### src/io_pkg.sv
package io_pkg;
  // Stream buffer shape
  localparam int unsigned FIFO_W     = 4;
  localparam int unsigned FIFO_DEPTH = 16;
  // Word field positions (gearbox: a0, a1, b0, b1)
  localparam int unsigned BIT_NEG0   = 0;
  localparam int unsigned BIT_POS0   = 1;
  localparam int unsigned BIT_NEG1   = 2;
  localparam int unsigned BIT_POS1   = 3;
  // Strobe transfer delay phase
  localparam int unsigned PHASE_DEG  = 90;
  localparam int unsigned HALF_DEG   = 180;
  localparam int unsigned FULL_DEG   = 360;
  localparam int unsigned CNT_W      = 8;
  localparam logic [7:0]  CNT_MAX    = 8'hff;
  localparam logic [7:0]  CNT_ONE    = 8'h01;
  localparam logic [1:0]  PHASE_LAST = 2'h3;

  typedef enum logic [1:0] {
    MODE_SDR  = 2'b00,
    MODE_DDR  = 2'b01,
    MODE_GEAR = 2'b10
  } out_mode_t;

  typedef enum logic [1:0] {
    POL_IDLE  = 2'b00,
    POL_ARMED = 2'b01,
    POL_BURST = 2'b10
  } pol_state_t;
endpackage

### src/stream_fifo.sv
module stream_fifo #(
  parameter int unsigned W     = io_pkg::FIFO_W,
  parameter int unsigned DEPTH = io_pkg::FIFO_DEPTH
) (
  input  wire logic         core_clk,
  input  wire logic         rst_n,
  input  wire logic [W-1:0] in_data,
  input  wire logic         in_valid,
  output logic              in_ready,
  output logic      [W-1:0] out_data,
  output logic              out_valid,
  input  wire logic         out_ready
);
  localparam int AW = $clog2(DEPTH);

  typedef struct packed {
    logic [DEPTH-1:0][W-1:0] mem;
    logic [AW-1:0]           wptr;
    logic [AW-1:0]           rptr;
    logic [AW:0]             count;
  } fifo_state_t;

  fifo_state_t s_ff;
  fifo_state_t nxt_s;
  logic        push;
  logic        pop;

  assign in_ready  = (s_ff.count != (AW+1)'(DEPTH));
  assign out_valid = (s_ff.count != '0);
  assign out_data  = s_ff.mem[s_ff.rptr];
  assign push      = in_valid && in_ready;
  assign pop       = out_valid && out_ready;

  always_comb begin
    nxt_s = s_ff;
    if (push) begin
      nxt_s.mem[s_ff.wptr] = in_data;
      nxt_s.wptr           = AW'(s_ff.wptr + 1'b1);
    end
    if (pop) begin
      nxt_s.rptr = AW'(s_ff.rptr + 1'b1);
    end
    if (push && !pop) begin
      nxt_s.count = (AW+1)'(s_ff.count + 1'b1);
    end else if (pop && !push) begin
      nxt_s.count = (AW+1)'(s_ff.count - 1'b1);
    end
  end

  always_ff @(posedge core_clk or negedge rst_n) begin
    if (!rst_n) begin
      s_ff <= '0;
    end else begin
      s_ff <= nxt_s;
    end
  end
endmodule

### src/io_cell_pair.sv
module io_cell_pair #(
  parameter bit LVDS_CAPABLE = 1'b1
) (
  input  wire logic       core_clk,
  input  wire logic       rst_n,
  input  wire logic [1:0] out_mode,
  input  wire logic       sdr_latch,
  input  wire logic       diff_pair,
  input  wire logic [3:0] in_data,
  input  wire logic       in_valid,
  output logic            in_ready,
  input  wire logic [1:0] oe_req,
  input  wire logic       edge_clock_one,
  output logic      [1:0] pad_out,
  output logic      [1:0] pad_tristate_control,
  input  wire logic [1:0] pad_in,
  output logic      [1:0] cell_in,
  input  wire logic       read_start,
  input  wire logic       read_end,
  input  wire logic       strobe_in,
  output logic            sync_clock_polarity,
  output logic            read_active,
  output logic      [1:0] rd_data,
  output logic            rd_valid,
  output logic            strobe_transfer_delay
);
  typedef struct packed {
    logic                ec_s1;
    logic                ec_s2;
    logic                ec_d;
    logic                st_s1;
    logic                st_s2;
    logic                st_d;
    logic [1:0]          pad_s1;
    logic [1:0]          pad_s2;
    logic [3:0]          hold;
    logic [1:0]          phase;
    logic [1:0]          pad;
    logic [1:0]          oe;
    logic [7:0]          cnt;
    logic [7:0]          period;
    logic                shift;
    io_pkg::pol_state_t  st;
    logic                pol;
    logic [1:0]          rdata;
    logic                rvalid;
  } cell_state_t;

  cell_state_t s_ff;
  cell_state_t nxt_s;
  logic [3:0]  head;
  logic        head_valid;
  logic        pop;
  logic        ec_rise;
  logic        ec_fall;
  logic        st_rise;
  logic        st_fall;
  logic        comp_on;

  function automatic logic rise(input logic cur, input logic prev);
    return cur && !prev;
  endfunction

  function automatic logic [7:0] phase_at(input logic [7:0] per, input int unsigned deg);
    logic [15:0] p;
    p = (16'(per) * 16'(deg)) / 16'(io_pkg::FULL_DEG);
    return p[7:0];
  endfunction

  ////////////////////////////////////////////////////////////////////////////
  // Output data buffer
  stream_fifo #(
    .W     (io_pkg::FIFO_W),
    .DEPTH (io_pkg::FIFO_DEPTH)
  ) u_fifo (
    .core_clk  (core_clk),
    .rst_n     (rst_n),
    .in_data   (in_data),
    .in_valid  (in_valid),
    .in_ready  (in_ready),
    .out_data  (head),
    .out_valid (head_valid),
    .out_ready (pop)
  );

  assign ec_rise = rise(s_ff.ec_s2, s_ff.ec_d);
  assign ec_fall = rise(s_ff.ec_d, s_ff.ec_s2);
  assign st_rise = rise(s_ff.st_s2, s_ff.st_d);
  assign st_fall = rise(s_ff.st_d, s_ff.st_s2);
  assign comp_on = LVDS_CAPABLE && (diff_pair || out_mode == io_pkg::MODE_GEAR);

  always_comb begin
    pop = 1'b0;
    case (io_pkg::out_mode_t'(out_mode))
      io_pkg::MODE_SDR:  pop = head_valid && (sdr_latch ? ec_fall : ec_rise);
      io_pkg::MODE_DDR:  pop = head_valid && ec_rise;
      io_pkg::MODE_GEAR: pop = head_valid && ec_rise && (s_ff.phase == '0);
      default:           pop = 1'b0;
    endcase
  end

  ////////////////////////////////////////////////////////////////////////////
  // Next state
  always_comb begin
    nxt_s        = s_ff;
    nxt_s.ec_s1  = edge_clock_one;
    nxt_s.ec_s2  = s_ff.ec_s1;
    nxt_s.ec_d   = s_ff.ec_s2;
    nxt_s.st_s1  = strobe_in;
    nxt_s.st_s2  = s_ff.st_s1;
    nxt_s.st_d   = s_ff.st_s2;
    nxt_s.pad_s1 = pad_in;
    nxt_s.pad_s2 = s_ff.pad_s1;
    nxt_s.rvalid = 1'b0;

    case (io_pkg::out_mode_t'(out_mode))
      io_pkg::MODE_SDR: begin
        if (sdr_latch ? (s_ff.ec_s2 && head_valid) : pop) begin
          nxt_s.pad[0] = head[io_pkg::BIT_NEG0];
          nxt_s.pad[1] = head[io_pkg::BIT_NEG1];
        end
      end
      io_pkg::MODE_DDR: begin
        if (pop) begin
          nxt_s.hold   = head;
          nxt_s.pad[0] = head[io_pkg::BIT_NEG0];
          nxt_s.pad[1] = head[io_pkg::BIT_NEG1];
        end
        if (ec_fall) begin
          nxt_s.pad[0] = s_ff.hold[io_pkg::BIT_POS0];
          nxt_s.pad[1] = s_ff.hold[io_pkg::BIT_POS1];
        end
      end
      io_pkg::MODE_GEAR: begin
        if (pop) begin
          nxt_s.hold   = head;
          nxt_s.pad[0] = head[io_pkg::BIT_NEG0];
          nxt_s.phase  = 2'h1;
        end else if ((ec_rise || ec_fall) && s_ff.phase != '0) begin
          nxt_s.pad[0] = s_ff.hold[s_ff.phase];
          nxt_s.phase  = (s_ff.phase == io_pkg::PHASE_LAST) ? 2'h0 : 2'(s_ff.phase + 1'b1);
        end
      end
      default: begin
        nxt_s.pad = s_ff.pad;
      end
    endcase
    if (comp_on) begin
      nxt_s.pad[1] = ~nxt_s.pad[0];
    end

    if (ec_rise) begin
      nxt_s.oe = comp_on ? {oe_req[0], oe_req[0]} : oe_req;
    end

    if (ec_rise) begin
      nxt_s.cnt    = '0;
      nxt_s.period = (s_ff.cnt == io_pkg::CNT_MAX) ? io_pkg::CNT_MAX : 8'(s_ff.cnt + io_pkg::CNT_ONE);
    end else if (s_ff.cnt != io_pkg::CNT_MAX) begin
      nxt_s.cnt = 8'(s_ff.cnt + io_pkg::CNT_ONE);
    end
    if (s_ff.cnt == phase_at(s_ff.period, io_pkg::PHASE_DEG)) begin
      nxt_s.shift = 1'b1;
    end else if (s_ff.cnt == phase_at(s_ff.period, io_pkg::PHASE_DEG + io_pkg::HALF_DEG)) begin
      nxt_s.shift = 1'b0;
    end

    case (s_ff.st)
      io_pkg::POL_IDLE: begin
        if (read_start) begin
          nxt_s.st = io_pkg::POL_ARMED;
        end
      end
      io_pkg::POL_ARMED: begin
        if (st_fall) begin
          nxt_s.st  = io_pkg::POL_BURST;
          nxt_s.pol = s_ff.ec_s2;
        end else if (read_end) begin
          nxt_s.st = io_pkg::POL_IDLE;
        end
      end
      io_pkg::POL_BURST: begin
        if (s_ff.pol ? st_fall : st_rise) begin
          nxt_s.rdata  = s_ff.pad_s2;
          nxt_s.rvalid = 1'b1;
        end
        if (read_end) begin
          nxt_s.st = io_pkg::POL_IDLE;
        end
      end
      default: begin
        nxt_s.st = io_pkg::POL_IDLE;
      end
    endcase
  end

  always_ff @(posedge core_clk or negedge rst_n) begin
    if (!rst_n) begin
      s_ff <= '0;
    end else begin
      s_ff <= nxt_s;
    end
  end

  assign pad_out               = s_ff.pad;
  assign pad_tristate_control  = s_ff.oe;
  assign cell_in               = s_ff.pad_s2;
  assign sync_clock_polarity   = s_ff.pol;
  assign read_active           = (s_ff.st == io_pkg::POL_BURST);
  assign rd_data               = s_ff.rdata;
  assign rd_valid              = s_ff.rvalid;
  assign strobe_transfer_delay = s_ff.shift;
endmodule

### config.mk
export PLATFORM = sky130hd
export DESIGN_NAME = io_cell_pair
export DESIGN_NICKNAME = d
export VERILOG_FILES = /design/src/io_pkg.sv /design/src/stream_fifo.sv /design/src/io_cell_pair.sv
export SDC_FILE = /design/constraint.sdc
export NUM_CORES = 1
export LEC_CHECK = 0
export ABC_AREA = 1
export BUFFER_PORTS_ARGS = -buffer_cell sky130_fd_sc_hd__buf_2
export CAP_MARGIN = 25
export CORE_ASPECT_RATIO = 0.5
export CORE_MARGIN = 8
export CORE_UTILIZATION = 45
export DETAILED_ROUTE_END_ITERATION = 10
export SLEW_MARGIN = 20
export SYNTH_ARGS = -nofsm -noshare
export SYNTH_HDL_FRONTEND = slang
export SYNTH_SLANG_ARGS = --single-unit
### constraint.sdc
create_clock -name core_clk -period 6.3 [get_ports core_clk]
set_clock_uncertainty 0.2 [all_clocks]
set_input_delay 0.63 -clock core_clk [delete_from_list [all_inputs] [get_ports core_clk]]
set_output_delay 0.63 -clock core_clk [all_outputs]
set_load 0.01 [all_outputs]
==> results of run 1 <==
==> logic make-up after synthesis <==
logic type,Yosys count,synth area share
simple gates,688,0.316
buf+inv,237,0.0886
compound gates,224,0.127
flops,120,0.288
fa+ha+maj,94,0.126
xor+xnor,47,0.0402
mux,14,0.0136
==> final cells by class <==
type / count / share of cell area
clock buffers: 18 / 0.0328
well taps: 307 / 0.0287
inverters: 210 / 0.0594
flip-flops and latches: 120 / 0.225
repair buffers: 234 / 0.127
multi-input cells: 1067 / 0.513
clock inverters: 14 / 0.0138
==> how the worst max path moves through the flow <==
stage	startpoint	end	cells after the start
after floorplan	s_ff[13]$_DFFE_PN0P_	strobe_transfer_delay$_DFFE_PN0P_	64
after global placement	s_ff[10]$_DFFE_PN0P_	strobe_transfer_delay$_DFFE_PN0P_	49
after detailed placement	s_ff[12]$_DFFE_PN0P_	strobe_transfer_delay$_DFFE_PN0P_	59
after CTS	s_ff[12]$_DFFE_PN0P_	strobe_transfer_delay$_DFFE_PN0P_	54
after global routing	s_ff[12]$_DFFE_PN0P_	strobe_transfer_delay$_DFFE_PN0P_	58
final	s_ff[12]$_DFFE_PN0P_	strobe_transfer_delay$_DFFE_PN0P_	58
==> placed cells by master, fill, tap and decap left out, types with 13 or more instances in the layout <==
cell / netlist / final
sky130_fd_sc_hd__nand2_1: 367 / 349
sky130_fd_sc_hd__buf_4: 8 / 201
sky130_fd_sc_hd__inv_1: 191 / 189
sky130_fd_sc_hd__o21ai_0: 121 / 120
sky130_fd_sc_hd__dfrtp_1: 120 / 113
sky130_fd_sc_hd__nand3_1: 105 / 96
sky130_fd_sc_hd__nor2_1: 91 / 83
sky130_fd_sc_hd__ha_1: 75 / 65
sky130_fd_sc_hd__nand2_2: 39 / 51
sky130_fd_sc_hd__a21oi_1: 45 / 42
sky130_fd_sc_hd__xor2_1: 43 / 42
sky130_fd_sc_hd__buf_2: 0 / 30
sky130_fd_sc_hd__nand2_4: 18 / 21
sky130_fd_sc_hd__nand3_2: 11 / 19
sky130_fd_sc_hd__fa_1: 19 / 18
sky130_fd_sc_hd__clkbuf_16: 0 / 17
sky130_fd_sc_hd__inv_2: 15 / 16
sky130_fd_sc_hd__nand4_1: 16 / 16
sky130_fd_sc_hd__nor2_4: 12 / 14
sky130_fd_sc_hd__mux2i_1: 13 / 13
sky130_fd_sc_hd__o221ai_1: 13 / 13
==> repair_timing <==
action                                  in CTS  in global routing
setup buffers                               19                  4
endpoints found under the setup margin       1                  1
gates resized for setup                     35                 15
cloned                                       0                  0
pin swaps                                   24                  9
==> flip-flops by register name (all words and copies together) (netlist names) <==
signal,cells
pad_out,2
cell_in,2
rd_data,2
strobe_transfer_delay,1
sync_clock_polarity,1
nxt_s,6
s_ff,26
u_fifo.s_ff,77
rd_valid,1
pad_tristate_control,2
==> layer usage <==
layer  global-route usage  routed length [microns]  up-vias
met1                0.227                    11800     4528
met3               0.0261                      639       24
met4               0.0457                      312        0
met5                    0                        0        -
met2                0.338                    12700      126
li1                     -                        -     5074
==> worst register-to-register path: cells and delay by family, from the launching register on <==
family / cells / cell delay (ps)
adder cells (fa/ha/maj): 4 / 1450
XOR/XNOR: 1 / 140
AND/OR/NAND/NOR: 41 / 3610
AO/OA/AOI/OAI: 3 / 530
buffers and inverters: 9 / 780
flip-flops: 1 / 470
==> stage by stage <==
stage | TNS, ps | area [sq um] | setup WS [ps]
after floorplan | -457 | 10600 | -457
after detailed placement | -1200 | 12400 | -1200
after global placement | -1110 | 12400 | -1110
after global routing | -1590 | 13400 | -1590
final | -1000 | 13400 | -1000
after CTS | -941 | 13300 | -941
==> impl_results.html, run 1 <==
<table>
<tr><th>Metric</th><th>Value</th></tr>
<tr><th colspan="2">Floorplanning</th></tr>
<tr><td>Width of the chip</td><td>approximately 230 microns</td></tr>
<tr><td>Ports placed on the boundary</td><td>32</td></tr>
<tr><td>Initial core utilization</td><td>0.458</td></tr>
<tr><td>Std-Cell Rows</td><td>39</td></tr>
<tr><td>Die area</td><td>0.0286 sq mm</td></tr>
<tr><td>Core area</td><td>roughly 0.023 sq mm</td></tr>
<tr><td>DIE HEIGHT</td><td>between 100 and 150 microns</td></tr>
<tr><th colspan="2">Run</th></tr>
<tr><td>Max-cap violations</td><td>0</td></tr>
<tr><th colspan="2">Global routing</th></tr>
<tr><td>Final global-route overflow total</td><td>0</td></tr>
<tr><td>Number of global-route vias before repair</td><td>9782</td></tr>
<tr><td>Global-route usage over all layers</td><td>0.184</td></tr>
<tr><td>Number of antenna violations at the first check in global routing</td><td>0</td></tr>
<tr><td>Wire length of the first global-routing pass</td><td>around 45 mm</td></tr>
<tr><td>Largest net degree at the start of global routing</td><td>64</td></tr>
<tr><th colspan="2">STA</th></tr>
<tr><td>Headroom to the max-slew limit</td><td>0.346</td></tr>
<tr><td>Final hold violation count</td><td>0</td></tr>
<tr><td>Final setup violating endpoints</td><td>1</td></tr>
<tr><td>Final Hold Slack</td><td>92.3 ps</td></tr>
<tr><td>Final Slew Violations</td><td>0</td></tr>
<tr><td>Max Fclk</td><td>137 MHz</td></tr>
<tr><td>Final worst path period share</td><td>1.16</td></tr>
<tr><td>Tightest Pin Transition</td><td>about 980 ps</td></tr>
<tr><td>Worst setup slack after layout</td><td>-1000 ps</td></tr>
<tr><td>RSZ-0062 raised after global routing</td><td>yes</td></tr>
<tr><td>Minimum clock period after layout</td><td>around 7300 ps</td></tr>
<tr><th colspan="2">Critical path</th></tr>
<tr><td>Nature of the critical path startpoint</td><td>register</td></tr>
<tr><td>Number of buffers and inverters on the critical path</td><td>9</td></tr>
<tr><td>R2r startpoint</td><td>s_ff[12]$_DFFE_PN0P_</td></tr>
<tr><td>Arrival time of the worst setup path</td><td>roughly 7400 ps</td></tr>
<tr><td>CP Capture Type</td><td>register</td></tr>
<tr><td>Highest cell delay on the worst timing path</td><td>between 500 and 600 ps</td></tr>
<tr><td>Top fanout value on the critical path</td><td>7</td></tr>
<tr><td>Number of cells on the worst reg-to-reg path</td><td>between 50 and 60</td></tr>
<tr><td>Crit path top cell by count</td><td>sky130_fd_sc_hd__nand2_1</td></tr>
<tr><td>Worst reg2reg endpoint</td><td>strobe_transfer_delay$_DFFE_PN0P_</td></tr>
<tr><td>Required time of the worst setup path</td><td>6400 ps</td></tr>
<tr><td>Flop2flop setup slack</td><td>-1000 ps</td></tr>
<tr><td>Cell class contributing the biggest share of worst-path delay</td><td>simple AND/OR/NAND/NOR gates</td></tr>
<tr><td>Crit-path slowest cell</td><td>sky130_fd_sc_hd__fa_1</td></tr>
<tr><td>CP Class</td><td>register to register</td></tr>
<tr><th colspan="2">Placement</th></tr>
<tr><td>Number of I/O port buffers</td><td>31</td></tr>
<tr><td>Cells after DPL</td><td>approximately 1.9k</td></tr>
<tr><td>Placer's final routability congestion estimate</td><td>roughly 0.87</td></tr>
<tr><td>HPWL Detailed</td><td>~19 mm</td></tr>
<tr><th colspan="2">Clock network</th></tr>
<tr><td>Clock root buffer</td><td>sky130_fd_sc_hd__clkbuf_16</td></tr>
<tr><td>Hold Buf Count CTS</td><td>0</td></tr>
<tr><td>Clock sink count</td><td>120</td></tr>
<tr><td>CTS tree</td><td>built</td></tr>
<tr><td>Later-pin clock latency in the skew report</td><td>420 ps</td></tr>
<tr><td>Clock Path Buffers</td><td>2</td></tr>
<tr><td>Number of clock buffers inserted by TritonCTS</td><td>17</td></tr>
<tr><td>Clock transition at the registers of the reported paths</td><td>60 ps</td></tr>
<tr><td>Htree depth</td><td>4</td></tr>
<tr><th colspan="2">Synth</th></tr>
<tr><td>Most common cell in the netlist</td><td>sky130_fd_sc_hd__nand2_1</td></tr>
<tr><td>Fraction of post-synthesis cell area in the top cell type by area</td><td>0.288</td></tr>
<tr><td>Net count of the mapped netlist</td><td>roughly 1.5k</td></tr>
<tr><td>Cell Area, Synth</td><td>roughly 0.010 sq mm</td></tr>
<tr><td>Biggest area contributors in the synthesized netlist</td><td>sky130_fd_sc_hd__dfrtp_1 (29%), sky130_fd_sc_hd__nand2_1 (13%), sky130_fd_sc_hd__ha_1 (9.0%)</td></tr>
<tr><td>Cell type with the highest aggregate area in the netlist</td><td>sky130_fd_sc_hd__dfrtp_1</td></tr>
<tr><td>Top cell types by occurrence after synthesis</td><td>sky130_fd_sc_hd__nand2_1 (367), sky130_fd_sc_hd__inv_1 (191), sky130_fd_sc_hd__o21ai_0 (121), sky130_fd_sc_hd__dfrtp_1 (120), sky130_fd_sc_hd__nand3_1 (105)</td></tr>
<tr><td>Synthesized flop and latch total</td><td>between 100 and 150</td></tr>
<tr><td>Average footprint of a synthesized cell</td><td>7.33 sq um</td></tr>
<tr><td>Share of synthesized area occupied by flip-flops and latches</td><td>0.288</td></tr>
<tr><td>Synth Instances</td><td>1424</td></tr>
<tr><td>Number of flops mapped to enable cells by yosys</td><td>0</td></tr>
<tr><td>Unique cell type count in the Yosys netlist</td><td>56</td></tr>
<tr><td>Async set-or-reset flop fraction in the synthesized netlist</td><td>1.00</td></tr>
<tr><td>Top flip-flop cell by instance count after synthesis</td><td>sky130_fd_sc_hd__dfrtp_1</td></tr>
<tr><td>Yosys warnings</td><td>0</td></tr>
<tr><th colspan="2">Outcome</th></tr>
<tr><td>Status</td><td>complete, but fails checks</td></tr>
<tr><td>Violated checks</td><td>negative setup slack</td></tr>
<tr><th colspan="2">Drt</th></tr>
<tr><td>Detailed-router iteration count before antenna repair</td><td>6</td></tr>
<tr><td>Via count</td><td>around 10k</td></tr>
<tr><td>Iter 0 DRT Violations</td><td>551</td></tr>
<tr><td>Antenna-violating nets left</td><td>0</td></tr>
<tr><td>Number of remaining DRC errors</td><td>0</td></tr>
<tr><td>Average vias per placed instance</td><td>~5</td></tr>
<tr><td>Routed wirelength normalized by instance count</td><td>roughly 13 microns</td></tr>
<tr><td>Total detailed-routing wirelength</td><td>25.5 mm</td></tr>
<tr><th colspan="2">Finish</th></tr>
<tr><td>Fraction of final layout cells with drive strength greater than 1</td><td>0.269</td></tr>
<tr><td>Synthesis-to-layout area growth</td><td>28.4%</td></tr>
<tr><td>Post-layout utilization of the core</td><td>0.588</td></tr>
<tr><td>Number of fill cells in the layout</td><td>approximately 2.1k</td></tr>
<tr><td>Sequential cell area</td><td>roughly 0.0030 sq mm</td></tr>
<tr><td>Area of the multi-input gates</td><td>roughly 0.007 sq mm</td></tr>
<tr><td>Diodes inserted</td><td>0</td></tr>
<tr><td>Cell Count, Final, Fillers Out</td><td>around 2.0k</td></tr>
<tr><td>Final layout net count</td><td>about 1.8k</td></tr>
<tr><th colspan="2">Worst hold path</th></tr>
<tr><td>Worst hold path type</td><td>input port to async pin</td></tr>
</table>
Power of run 1 is not shown: default switching activity piles up to over one toggle a cycle in this logic, so the estimate is an artifact.
==> run 2, diff against run 1 <==
- RECOVER_POWER: not set -> 50
- SLEW_MARGIN: 20 -> 10
- SYNTH_HIERARCHICAL: not set -> 1
==> run 2 against run 1 <==
Net effect:
- the run ends with max-capacitance violations, max-slew violations, negative setup slack left
- setup slack improved by 110 ps
- clock-buffer cell count is 2 higher
- via count rose by 10%
- critical path depth is 1 higher
- register-to-register slack better by 110 ps
- critical endpoint unchanged
- sequential cell count unchanged
- design area increased by 4.5%
- hold slack improved by 13 ps
- non-clock buffer count down 23
- fmax up 1.5%
- area after synthesis rose by 7.9%
- largest cell class unchanged
- sequential share of layout area shrank 1.0 points
==> impl_results.html, run 2 <==
<table>
<tr><th>Metric</th><th>Value</th></tr>
<tr><th colspan="2">Outcome</th></tr>
<tr><td>Status</td><td>complete, but fails checks (unchanged)</td></tr>
<tr><td>Violated checks</td><td>max-capacitance violations, max-slew violations, negative setup slack (was negative setup slack)</td></tr>
<tr><th colspan="2">Floorplanning</th></tr>
<tr><td>Ports placed on the boundary</td><td>32 (unchanged)</td></tr>
<tr><td>Core area</td><td>0.0249 sq mm (was 0.0228 sq mm)</td></tr>
<tr><td>DIE HEIGHT</td><td>128 microns (was 124 microns)</td></tr>
<tr><td>Std-Cell Rows</td><td>41 (was 39)</td></tr>
<tr><td>Die area</td><td>0.0306 sq mm (was 0.0286 sq mm)</td></tr>
<tr><td>Width of the chip</td><td>240 microns (was 231 microns)</td></tr>
<tr><td>Initial core utilization</td><td>0.452 (was 0.458)</td></tr>
<tr><th colspan="2">Critical path</th></tr>
<tr><td>Number of cells on the worst reg-to-reg path</td><td>59 (was 58)</td></tr>
<tr><td>Required time of the worst setup path</td><td>6420 ps (was 6400 ps)</td></tr>
<tr><td>Arrival time of the worst setup path</td><td>7310 ps (was 7400 ps)</td></tr>
<tr><td>Worst reg2reg endpoint</td><td>strobe_transfer_delay$_DFFE_PN0P_ (unchanged)</td></tr>
<tr><td>Setup crit start</td><td>s_ff[10]$_DFFE_PN0P_ (was s_ff[12]$_DFFE_PN0P_)</td></tr>
<tr><td>Crit-path slowest cell</td><td>sky130_fd_sc_hd__fa_1 (unchanged)</td></tr>
<tr><td>Flop2flop setup slack</td><td>-890 ps (was -1000 ps)</td></tr>
<tr><td>Nature of the critical path startpoint</td><td>register (unchanged)</td></tr>
<tr><td>Top fanout value on the critical path</td><td>7 (unchanged)</td></tr>
<tr><td>CP Capture Type</td><td>register (unchanged)</td></tr>
<tr><td>CP Class</td><td>register to register (unchanged)</td></tr>
<tr><td>R2r startpoint</td><td>s_ff[10]$_DFFE_PN0P_ (was s_ff[12]$_DFFE_PN0P_)</td></tr>
<tr><td>Crit path top cell by count</td><td>sky130_fd_sc_hd__nand2_1 (unchanged)</td></tr>
<tr><td>Highest cell delay on the worst timing path</td><td>550 ps (was 540 ps)</td></tr>
<tr><td>End point of the critical path</td><td>strobe_transfer_delay$_DFFE_PN0P_ (unchanged)</td></tr>
<tr><th colspan="2">Clock network</th></tr>
<tr><td>Clock transition at the registers of the reported paths</td><td>60 ps (about the same)</td></tr>
<tr><td>Clock root buffer</td><td>sky130_fd_sc_hd__clkbuf_16 (unchanged)</td></tr>
<tr><td>Later-pin clock latency in the skew report</td><td>430 ps (was 420 ps)</td></tr>
<tr><td>Htree depth</td><td>4 (unchanged)</td></tr>
<tr><td>Number of clock buffers inserted by TritonCTS</td><td>17 (unchanged)</td></tr>
<tr><td>Clock sink count</td><td>120 (unchanged)</td></tr>
<tr><td>CTS tree</td><td>built (unchanged)</td></tr>
<tr><td>Clock Path Buffers</td><td>2 (unchanged)</td></tr>
<tr><th colspan="2">Placement</th></tr>
<tr><td>Placer's final routability congestion estimate</td><td>0.881 (was 0.871)</td></tr>
<tr><td>Number of I/O port buffers</td><td>31 (unchanged)</td></tr>
<tr><td>Cells after DPL</td><td>2104 (was 1915)</td></tr>
<tr><td>Worst slack after detailed placement</td><td>-968 ps (was -1200 ps)</td></tr>
<tr><td>HPWL Detailed</td><td>21.2 mm (was 19.1 mm)</td></tr>
<tr><th colspan="2">Synth</th></tr>
<tr><td>Number of flops mapped to enable cells by yosys</td><td>0 (unchanged)</td></tr>
<tr><td>Fraction of post-synthesis cell area in the top cell type by area</td><td>0.267 (was 0.288)</td></tr>
<tr><td>Async set-or-reset flop fraction in the synthesized netlist</td><td>1.00 (unchanged)</td></tr>
<tr><td>Biggest area contributors in the synthesized netlist</td><td>sky130_fd_sc_hd__dfrtp_1 (27%), sky130_fd_sc_hd__nand2_1 (17%), sky130_fd_sc_hd__ha_1 (8.5%) (was sky130_fd_sc_hd__dfrtp_1 (29%), sky130_fd_sc_hd__nand2_1 (13%), sky130_fd_sc_hd__ha_1 (9.0%))</td></tr>
<tr><td>Top flip-flop cell by instance count after synthesis</td><td>sky130_fd_sc_hd__dfrtp_1 (unchanged)</td></tr>
<tr><td>Top cell types by occurrence after synthesis</td><td>sky130_fd_sc_hd__nand2_1 (508), sky130_fd_sc_hd__inv_1 (195), sky130_fd_sc_hd__nand3_1 (127), sky130_fd_sc_hd__dfrtp_1 (120), sky130_fd_sc_hd__nor2_1 (93) (was sky130_fd_sc_hd__nand2_1 (367), sky130_fd_sc_hd__inv_1 (191), sky130_fd_sc_hd__o21ai_0 (121), sky130_fd_sc_hd__dfrtp_1 (120), sky130_fd_sc_hd__nand3_1 (105))</td></tr>
<tr><td>Share of synthesized area occupied by flip-flops and latches</td><td>0.267 (was 0.288)</td></tr>
<tr><td>Average footprint of a synthesized cell</td><td>6.98 sq um (was 7.33 sq um)</td></tr>
<tr><td>Cell Area, Synth</td><td>0.0113 sq mm (was 0.0104 sq mm)</td></tr>
<tr><td>Most common cell in the netlist</td><td>sky130_fd_sc_hd__nand2_1 (unchanged)</td></tr>
<tr><td>Cell type with the highest aggregate area in the netlist</td><td>sky130_fd_sc_hd__dfrtp_1 (unchanged)</td></tr>
<tr><td>Unique cell type count in the Yosys netlist</td><td>55 (was 56)</td></tr>
<tr><td>Yosys warnings</td><td>6 (was 0)</td></tr>
<tr><td>Synthesized flop and latch total</td><td>120 (unchanged)</td></tr>
<tr><td>Net count of the mapped netlist</td><td>1727 (was 1537)</td></tr>
<tr><td>Synth Instances</td><td>1613 (was 1424)</td></tr>
<tr><th colspan="2">Drt</th></tr>
<tr><td>Iter 0 DRT Violations</td><td>549 (was 551)</td></tr>
<tr><td>Routed wirelength normalized by instance count</td><td>13.0 microns (was 12.9 microns)</td></tr>
<tr><td>Uppermost metal layer occupied by signal nets</td><td>met4 (unchanged)</td></tr>
<tr><td>Average vias per placed instance</td><td>4.98 (was 4.95)</td></tr>
<tr><td>DRT met1 WL</td><td>13.2 mm (was 11.8 mm)</td></tr>
<tr><td>Detailed-router iteration count before antenna repair</td><td>5 (was 6)</td></tr>
<tr><td>Total detailed-routing wirelength</td><td>28.0 mm (was 25.5 mm)</td></tr>
<tr><td>Number of remaining DRC errors</td><td>0 (unchanged)</td></tr>
<tr><td>Antenna-violating nets left</td><td>0 (unchanged)</td></tr>
<tr><td>Length of routed met3 wiring</td><td>860 microns (was 639 microns)</td></tr>
<tr><td>Met2 wirelength from detailed routing</td><td>13.5 mm (was 12.7 mm)</td></tr>
<tr><td>Via count</td><td>10.7k (was 9752)</td></tr>
<tr><th colspan="2">STA</th></tr>
<tr><td>Worst setup slack after layout</td><td>-893 ps (was -1000 ps)</td></tr>
<tr><td>Headroom to the max-slew limit</td><td>-1.13 (was 0.346)</td></tr>
<tr><td>Minimum clock period after layout</td><td>7190 ps (was 7300 ps)</td></tr>
<tr><td>Tightest Pin Transition</td><td>3200 ps (was 981 ps)</td></tr>
<tr><td>Final setup violating endpoints</td><td>1 (unchanged)</td></tr>
<tr><td>Final worst path period share</td><td>1.14 (was 1.16)</td></tr>
<tr><td>Final hold violation count</td><td>0 (unchanged)</td></tr>
<tr><td>RSZ-0062 raised after global routing</td><td>yes (unchanged)</td></tr>
<tr><td>Final Slew Violations</td><td>123 (was 0)</td></tr>
<tr><td>Max Fclk</td><td>139 MHz (was 137 MHz)</td></tr>
<tr><th colspan="2">Global routing</th></tr>
<tr><td>Number of antenna violations at the first check in global routing</td><td>0 (unchanged)</td></tr>
<tr><td>Number of global-route vias before repair</td><td>10.3k (was 9782)</td></tr>
<tr><td>Global-route usage over all layers</td><td>0.185 (was 0.184)</td></tr>
<tr><td>Final global-route overflow total</td><td>0 (unchanged)</td></tr>
<tr><td>Wire length of the first global-routing pass</td><td>47.7 mm (was 44.6 mm)</td></tr>
<tr><td>Largest net degree at the start of global routing</td><td>83 (was 64)</td></tr>
<tr><th colspan="2">Finish</th></tr>
<tr><td>Synthesis-to-layout area growth</td><td>24.4% (was 28.4%)</td></tr>
<tr><td>Sequential cell area</td><td>0.00301 sq mm (about the same)</td></tr>
<tr><td>Diodes inserted</td><td>0 (unchanged)</td></tr>
<tr><td>Fraction of final layout cells with drive strength greater than 1</td><td>0.260 (was 0.269)</td></tr>
<tr><td>Post-layout utilization of the core</td><td>0.563 (was 0.588)</td></tr>
<tr><td>Leading cell types in the layout, fill and taps excluded</td><td>sky130_fd_sc_hd__nand2_1 (492), sky130_fd_sc_hd__inv_1 (193), sky130_fd_sc_hd__buf_4 (178) (was sky130_fd_sc_hd__nand2_1 (349), sky130_fd_sc_hd__buf_4 (201), sky130_fd_sc_hd__inv_1 (189))</td></tr>
<tr><td>Number of fill cells in the layout</td><td>2383 (was 2092)</td></tr>
<tr><td>Register with the highest flop count</td><td>u_fifo/s_ff (was u_fifo.s_ff)</td></tr>
<tr><td>Cell Count, Final, Fillers Out</td><td>2154 (was 1970)</td></tr>
<tr><td>Max FFs per register</td><td>77 (unchanged)</td></tr>
<tr><td>Final layout net count</td><td>1911 (was 1763)</td></tr>
<tr><td>Area of the multi-input gates</td><td>0.00758 sq mm (was 0.00688 sq mm)</td></tr>
<tr><td>Commonest non-fill, non-tap cell in the layout</td><td>sky130_fd_sc_hd__nand2_1 (unchanged)</td></tr>
<tr><th colspan="2">Worst hold path</th></tr>
<tr><td>Worst hold path type</td><td>input port to register (was input port to async pin)</td></tr>
<tr><td>Hold_sp</td><td>edge_clock_one</td></tr>
<tr><th colspan="2">Run</th></tr>
<tr><td>Max-cap violations</td><td>2 (was 0)</td></tr>
</table>
==> run 2: through the flow <==
stage	hold slack, ps	cell area [sq um]	setup TNS (ps)
6_report	105	14000	-893
5_1_grt	89.5	14000	-1450
4_1_cts	84.2	13800	-883
3_5_place_dp	136	12900	-968
3_3_place_gp	132	12900	-795
2_1_floorplan	131	11400	-426
==> run 2: worst min-delay path by stage <==
stage / endpoint / cells after the start
after detailed placement: cell_in[0]$_DFF_PN0_ / 0
after global routing: nxt_s[34]$_DFF_PN0_ / 1
after global placement: nxt_s[40]$_DFF_PN0_ / 0
final: nxt_s[41]$_DFF_PN0_ / 1
after floorplan: cell_in[0]$_DFF_PN0_ / 0
after CTS: nxt_s[34]$_DFF_PN0_ / 1
==> run 2: per-layer routing <==
metal / track usage / vias to the layer above
met2: 0.317 / 181
met1: 0.238 / 4999
li1: - / 5504
met5: 0 / -
met4: 0.0604 / 0
met3: 0.0290 / 39
==> run 2: cells by family (layout without fill, tap and decap cells) <==
kind of cell,count (synthesis),in the layout,share of synthesized area
AOI/OAI and AO/OA,117,117,0.0619
xor gates and xnor gates,55,55,0.0451
adders and majority gates,95,95,0.118
buffers and inverters,272,467,0.0961
DFF,120,120,0.267
muxes,1,1,0.00100
and+or+nand+nor,953,955,0.411
==> run 2: final cells by class <==
| cell class | count | area share |
|---|---|---|
| multi-input combinational | 1223 | 0.541 |
| sequential | 120 | 0.215 |
| timing repair buffer | 211 | 0.107 |
| tap | 344 | 0.0307 |
| clock inverter | 12 | 0.0132 |
| clock buffer | 20 | 0.0333 |
| inverter | 224 | 0.0600 |
==> run 2: repair_timing <==
action / in CTS / in global routing
setup endpoints to repair: 1 / 1
resized for setup: 29 / 43
gates cloned: 2 / 0
setup buffers: 8 / 7
pin swaps: 20 / 24
hold buffers: 0 / 0
==> run 2: critical path, delay by kind of cell, from the launching register on <==
family	cells	cell delay (ps)
buffers and inverters	5	400
XOR/XNOR	1	140
AND/OR/NAND/NOR	47	4180
flip-flops	1	390
AO/OA/AOI/OAI	2	260
adder cells (fa/ha/maj)	4	1510
Power of run 2 is left out for the same reason.
==> run 3, diff against run 2 <==
- ABC_AREA: 1 -> not set
==> run 3 against run 2 <==
Net effect:
- the flow still finishes with violations (max-capacitance violations, max-slew violations, negative setup slack)
- utilization up 7.6 points
- hold slack worse by 2.1 ps
- via count up 4.2%
- routed wire length up 18%
- largest cell class unchanged
- synthesized cell count down 22%
- register-to-register slack worse by 1300 ps
- clock-buffer cell count down 2
- non-clock buffer count up 175
==> impl_results.html, run 3 <==
<table>
<tr><th>Metric</th><th>Value</th></tr>
<tr><th colspan="2">Outcome</th></tr>
<tr><td>Status</td><td>complete, but fails checks (unchanged)</td></tr>
<tr><td>Violated checks</td><td>max-capacitance violations, max-slew violations, negative setup slack (unchanged)</td></tr>
<tr><th colspan="2">Clock network</th></tr>
<tr><td>Htree depth</td><td>4 (unchanged)</td></tr>
<tr><td>CTS tree</td><td>built (unchanged)</td></tr>
<tr><td>Clock transition at the registers of the reported paths</td><td>60 ps (about the same)</td></tr>
<tr><td>Clock root buffer</td><td>sky130_fd_sc_hd__clkbuf_16 (unchanged)</td></tr>
<tr><td>Clock Path Buffers</td><td>2 (unchanged)</td></tr>
<tr><td>Clock sink count</td><td>120 (unchanged)</td></tr>
<tr><td>Later-pin clock latency in the skew report</td><td>430 ps (about the same)</td></tr>
<tr><td>Number of clock buffers inserted by TritonCTS</td><td>17 (unchanged)</td></tr>
<tr><th colspan="2">Drt</th></tr>
<tr><td>Detailed-router iteration count before antenna repair</td><td>5 (unchanged)</td></tr>
<tr><td>Iter 0 DRT Violations</td><td>647 (was 549)</td></tr>
<tr><td>Routed wirelength normalized by instance count</td><td>16.7 microns (was 13.0 microns)</td></tr>
<tr><td>Via count</td><td>11.2k (was 10.7k)</td></tr>
<tr><td>Total detailed-routing wirelength</td><td>32.9 mm (was 28.0 mm)</td></tr>
<tr><td>Antenna-violating nets left</td><td>0 (unchanged)</td></tr>
<tr><td>Average vias per placed instance</td><td>5.67 (was 4.98)</td></tr>
<tr><td>Number of remaining DRC errors</td><td>0 (unchanged)</td></tr>
<tr><th colspan="2">Global routing</th></tr>
<tr><td>Largest net degree at the start of global routing</td><td>72 (was 83)</td></tr>
<tr><td>Number of antenna violations at the first check in global routing</td><td>0 (unchanged)</td></tr>
<tr><td>Wire length of the first global-routing pass</td><td>54.7 mm (was 47.7 mm)</td></tr>
<tr><td>Global-route usage over all layers</td><td>0.203 (was 0.185)</td></tr>
<tr><td>Number of global-route vias before repair</td><td>11.4k (was 10.3k)</td></tr>
<tr><td>Final global-route overflow total</td><td>0 (unchanged)</td></tr>
<tr><th colspan="2">Critical path</th></tr>
<tr><td>Crit path top cell by count</td><td>sky130_fd_sc_hd__buf_4 (was sky130_fd_sc_hd__nand2_1)</td></tr>
<tr><td>Arrival time of the worst setup path</td><td>8590 ps (was 7310 ps)</td></tr>
<tr><td>Crit-path slowest cell</td><td>sky130_fd_sc_hd__a2111o_1 (was sky130_fd_sc_hd__fa_1)</td></tr>
<tr><td>Top fanout value on the critical path</td><td>7 (unchanged)</td></tr>
<tr><td>Flop2flop setup slack</td><td>-2150 ps (was -890 ps)</td></tr>
<tr><td>CP Class</td><td>register to register (unchanged)</td></tr>
<tr><td>Required time of the worst setup path</td><td>6440 ps (was 6420 ps)</td></tr>
<tr><td>CP Capture Type</td><td>register (unchanged)</td></tr>
<tr><td>Setup crit start</td><td>s_ff[9]$_DFFE_PN0P_ (was s_ff[10]$_DFFE_PN0P_)</td></tr>
<tr><td>Highest cell delay on the worst timing path</td><td>520 ps (was 550 ps)</td></tr>
<tr><td>Nature of the critical path startpoint</td><td>register (unchanged)</td></tr>
<tr><td>R2r startpoint</td><td>s_ff[9]$_DFFE_PN0P_ (was s_ff[10]$_DFFE_PN0P_)</td></tr>
<tr><th colspan="2">Floorplanning</th></tr>
<tr><td>Initial core utilization</td><td>0.463 (was 0.452)</td></tr>
<tr><td>DIE HEIGHT</td><td>130 microns (was 128 microns)</td></tr>
<tr><td>Core area</td><td>0.0254 sq mm (was 0.0249 sq mm)</td></tr>
<tr><td>Ports placed on the boundary</td><td>32 (unchanged)</td></tr>
<tr><td>Width of the chip</td><td>245 microns (was 240 microns)</td></tr>
<tr><td>Die area</td><td>0.0319 sq mm (was 0.0306 sq mm)</td></tr>
<tr><td>Std-Cell Rows</td><td>41 (unchanged)</td></tr>
<tr><th colspan="2">STA</th></tr>
<tr><td>Minimum clock period after layout</td><td>8450 ps (was 7190 ps)</td></tr>
<tr><td>Headroom to the max-slew limit</td><td>-0.705 (was -1.13)</td></tr>
<tr><td>Tightest Pin Transition</td><td>2560 ps (was 3200 ps)</td></tr>
<tr><td>Final worst path period share</td><td>1.34 (was 1.14)</td></tr>
<tr><td>Final hold violation count</td><td>0 (unchanged)</td></tr>
<tr><td>Worst setup slack after layout</td><td>-2150 ps (was -893 ps)</td></tr>
<tr><td>Final setup violating endpoints</td><td>1 (unchanged)</td></tr>
<tr><td>Final Slew Violations</td><td>148 (was 123)</td></tr>
<tr><td>RSZ-0062 raised after global routing</td><td>yes (unchanged)</td></tr>
<tr><td>Max Fclk</td><td>118 MHz (was 139 MHz)</td></tr>
<tr><td>Final Hold Slack</td><td>103 ps (was 105 ps)</td></tr>
<tr><th colspan="2">Synth</th></tr>
<tr><td>Average footprint of a synthesized cell</td><td>9.33 sq um (was 6.98 sq um)</td></tr>
<tr><td>Async set-or-reset flop fraction in the synthesized netlist</td><td>1.00 (unchanged)</td></tr>
<tr><td>Top cell types by occurrence after synthesis</td><td>sky130_fd_sc_hd__dfrtp_1 (120), sky130_fd_sc_hd__nor2_1 (89), sky130_fd_sc_hd__inv_1 (84), sky130_fd_sc_hd__nand2_1 (83), sky130_fd_sc_hd__ha_1 (76) (was sky130_fd_sc_hd__nand2_1 (508), sky130_fd_sc_hd__inv_1 (195), sky130_fd_sc_hd__nand3_1 (127), sky130_fd_sc_hd__dfrtp_1 (120), sky130_fd_sc_hd__nor2_1 (93))</td></tr>
<tr><td>Net count of the mapped netlist</td><td>1376 (was 1727)</td></tr>
<tr><td>Share of synthesized area occupied by flip-flops and latches</td><td>0.255 (was 0.267)</td></tr>
<tr><td>Unique cell type count in the Yosys netlist</td><td>115 (was 55)</td></tr>
<tr><td>Top flip-flop cell by instance count after synthesis</td><td>sky130_fd_sc_hd__dfrtp_1 (unchanged)</td></tr>
<tr><td>Most common cell in the netlist</td><td>sky130_fd_sc_hd__dfrtp_1 (was sky130_fd_sc_hd__nand2_1)</td></tr>
<tr><td>Fraction of post-synthesis cell area in the top cell type by area</td><td>0.255 (was 0.267)</td></tr>
<tr><td>Yosys warnings</td><td>6 (unchanged)</td></tr>
<tr><td>Synth Instances</td><td>1262 (was 1613)</td></tr>
<tr><td>Biggest area contributors in the synthesized netlist</td><td>sky130_fd_sc_hd__dfrtp_1 (26%), sky130_fd_sc_hd__ha_1 (8.1%), sky130_fd_sc_hd__mux2_2 (6.8%) (was sky130_fd_sc_hd__dfrtp_1 (27%), sky130_fd_sc_hd__nand2_1 (17%), sky130_fd_sc_hd__ha_1 (8.5%))</td></tr>
<tr><td>Number of flops mapped to enable cells by yosys</td><td>0 (unchanged)</td></tr>
<tr><td>Synthesized flop and latch total</td><td>120 (unchanged)</td></tr>
<tr><td>Cell Area, Synth</td><td>0.0118 sq mm (was 0.0113 sq mm)</td></tr>
<tr><td>Cell type with the highest aggregate area in the netlist</td><td>sky130_fd_sc_hd__dfrtp_1 (unchanged)</td></tr>
<tr><th colspan="2">Worst hold path</th></tr>
<tr><td>Hold_sp</td><td>strobe_in (was edge_clock_one)</td></tr>
<tr><td>Worst hold path type</td><td>input port to register (unchanged)</td></tr>
<tr><th colspan="2">Run</th></tr>
<tr><td>Max-cap violations</td><td>4 (was 2)</td></tr>
<tr><th colspan="2">Finish</th></tr>
<tr><td>Diodes inserted</td><td>0 (unchanged)</td></tr>
<tr><td>Leading cell types in the layout, fill and taps excluded</td><td>sky130_fd_sc_hd__buf_4 (340), sky130_fd_sc_hd__dfrtp_1 (113), sky130_fd_sc_hd__nor2_1 (84) (was sky130_fd_sc_hd__nand2_1 (492), sky130_fd_sc_hd__inv_1 (193), sky130_fd_sc_hd__buf_4 (178))</td></tr>
<tr><td>Register with the highest flop count</td><td>u_fifo/s_ff (unchanged)</td></tr>
<tr><td>Post-layout utilization of the core</td><td>0.638 (was 0.563)</td></tr>
<tr><td>Synthesis-to-layout area growth</td><td>37.9% (was 24.4%)</td></tr>
<tr><td>Final layout net count</td><td>1728 (was 1911)</td></tr>
<tr><td>Fraction of final layout cells with drive strength greater than 1</td><td>0.422 (was 0.260)</td></tr>
<tr><td>Commonest non-fill, non-tap cell in the layout</td><td>sky130_fd_sc_hd__buf_4 (was sky130_fd_sc_hd__nand2_1)</td></tr>
<tr><td>Max FFs per register</td><td>77 (unchanged)</td></tr>
<tr><th colspan="2">Placement</th></tr>
<tr><td>Number of I/O port buffers</td><td>31 (unchanged)</td></tr>
<tr><td>Worst slack after detailed placement</td><td>-2360 ps (was -968 ps)</td></tr>
<tr><td>Placer's final routability congestion estimate</td><td>0.894 (was 0.881)</td></tr>
<tr><td>HPWL Detailed</td><td>24.2 mm (was 21.2 mm)</td></tr>
</table>
## run 3: cell types whose count changed after synthesis, moves of 48 or more
cell / delta
sky130_fd_sc_hd__nand2_1: -425
sky130_fd_sc_hd__inv_1: -111
sky130_fd_sc_hd__nand3_1: -84
sky130_fd_sc_hd__mux2_2: +70
sky130_fd_sc_hd__nand4_1: -65
sky130_fd_sc_hd__nand2_2: -48
## run 3: kinds of logic after synthesis
| logic type | synth area share |
|---|---|
| xor gates and xnor gates | 0.0493 |
| adders and majority gates | 0.115 |
| buffers and inverters | 0.0513 |
| AOI/OAI and AO/OA | 0.224 |
| DFF | 0.255 |
| and+or+nand+nor | 0.179 |
| muxes | 0.127 |
## run 3: layout make-up
cell class	count	area (sq um)
fill	2083	9200
timing repair buffer	386	2840
inverter	84	315
clock inverter	14	211
clock buffer	18	439
sequential	120	3010
tap	344	430
multi-input combinational	1005	9000
## run 3: what timing repair did
item | CTS | global route
pin swaps | 50 | 61
hold buffers | 0 | 1
buffers inserted | 23 | 17
endpoints found under the hold margin | 0 | 30
endpoints found under the setup margin | 1 | 1
gates resized for setup | 77 | 86
## run 3: routing by layer
metal  up-vias  share of wire  track usage
li1       5428              -            -
met1      5475           0.44        0.246
met2       219           0.51        0.383
met3        50          0.028       0.0249
met4         0          0.016       0.0537
met5         -              0            0
## run 3: path summary, 6_finish.rpt
kind | to | depth (start not counted)
min in group asynchronous | u_fifo/s_ff[0]$_DFFE_PN0P_ | 2
max in group asynchronous | u_fifo/s_ff[33]$_DFFE_PN0P_ | 3
worst min-delay path | nxt_s[38]$_DFF_PN0_ | 1
worst max-delay path | strobe_transfer_delay$_DFFE_PN0P_ | 33
worst max register to register | strobe_transfer_delay$_DFFE_PN0P_ | 33
worst min register to register | cell_in[0]$_DFF_PN0_ | 0
## run 3: metrics by stage
| step | cells | instance area (sq um) | setup TNS, ps |
|---|---|---|---|
| floorplan | 1262 | 11800 | -1970 |
| global placement | 1897 | 14500 | -2270 |
| CTS | 1952 | 15700 | -2040 |
| detailed placement | 1897 | 14500 | -2360 |
| finish | 1971 | 16200 | -2150 |
| global route | 1971 | 16200 | -2480 |
## run 3: worst max-delay path, delay by kind of cell, from the launching register on
| kind | cells | cell delay (ps) |
|---|---|---|
| fa+ha+maj | 5 | 1560 |
| simple gates | 6 | 1060 |
| buf+inv | 4 | 600 |
| compound gates | 16 | 4040 |
| flops | 1 | 450 |
| xor+xnor | 1 | 200 |
| mux | 1 | 270 |
Power of run 3 is left out for the same reason.
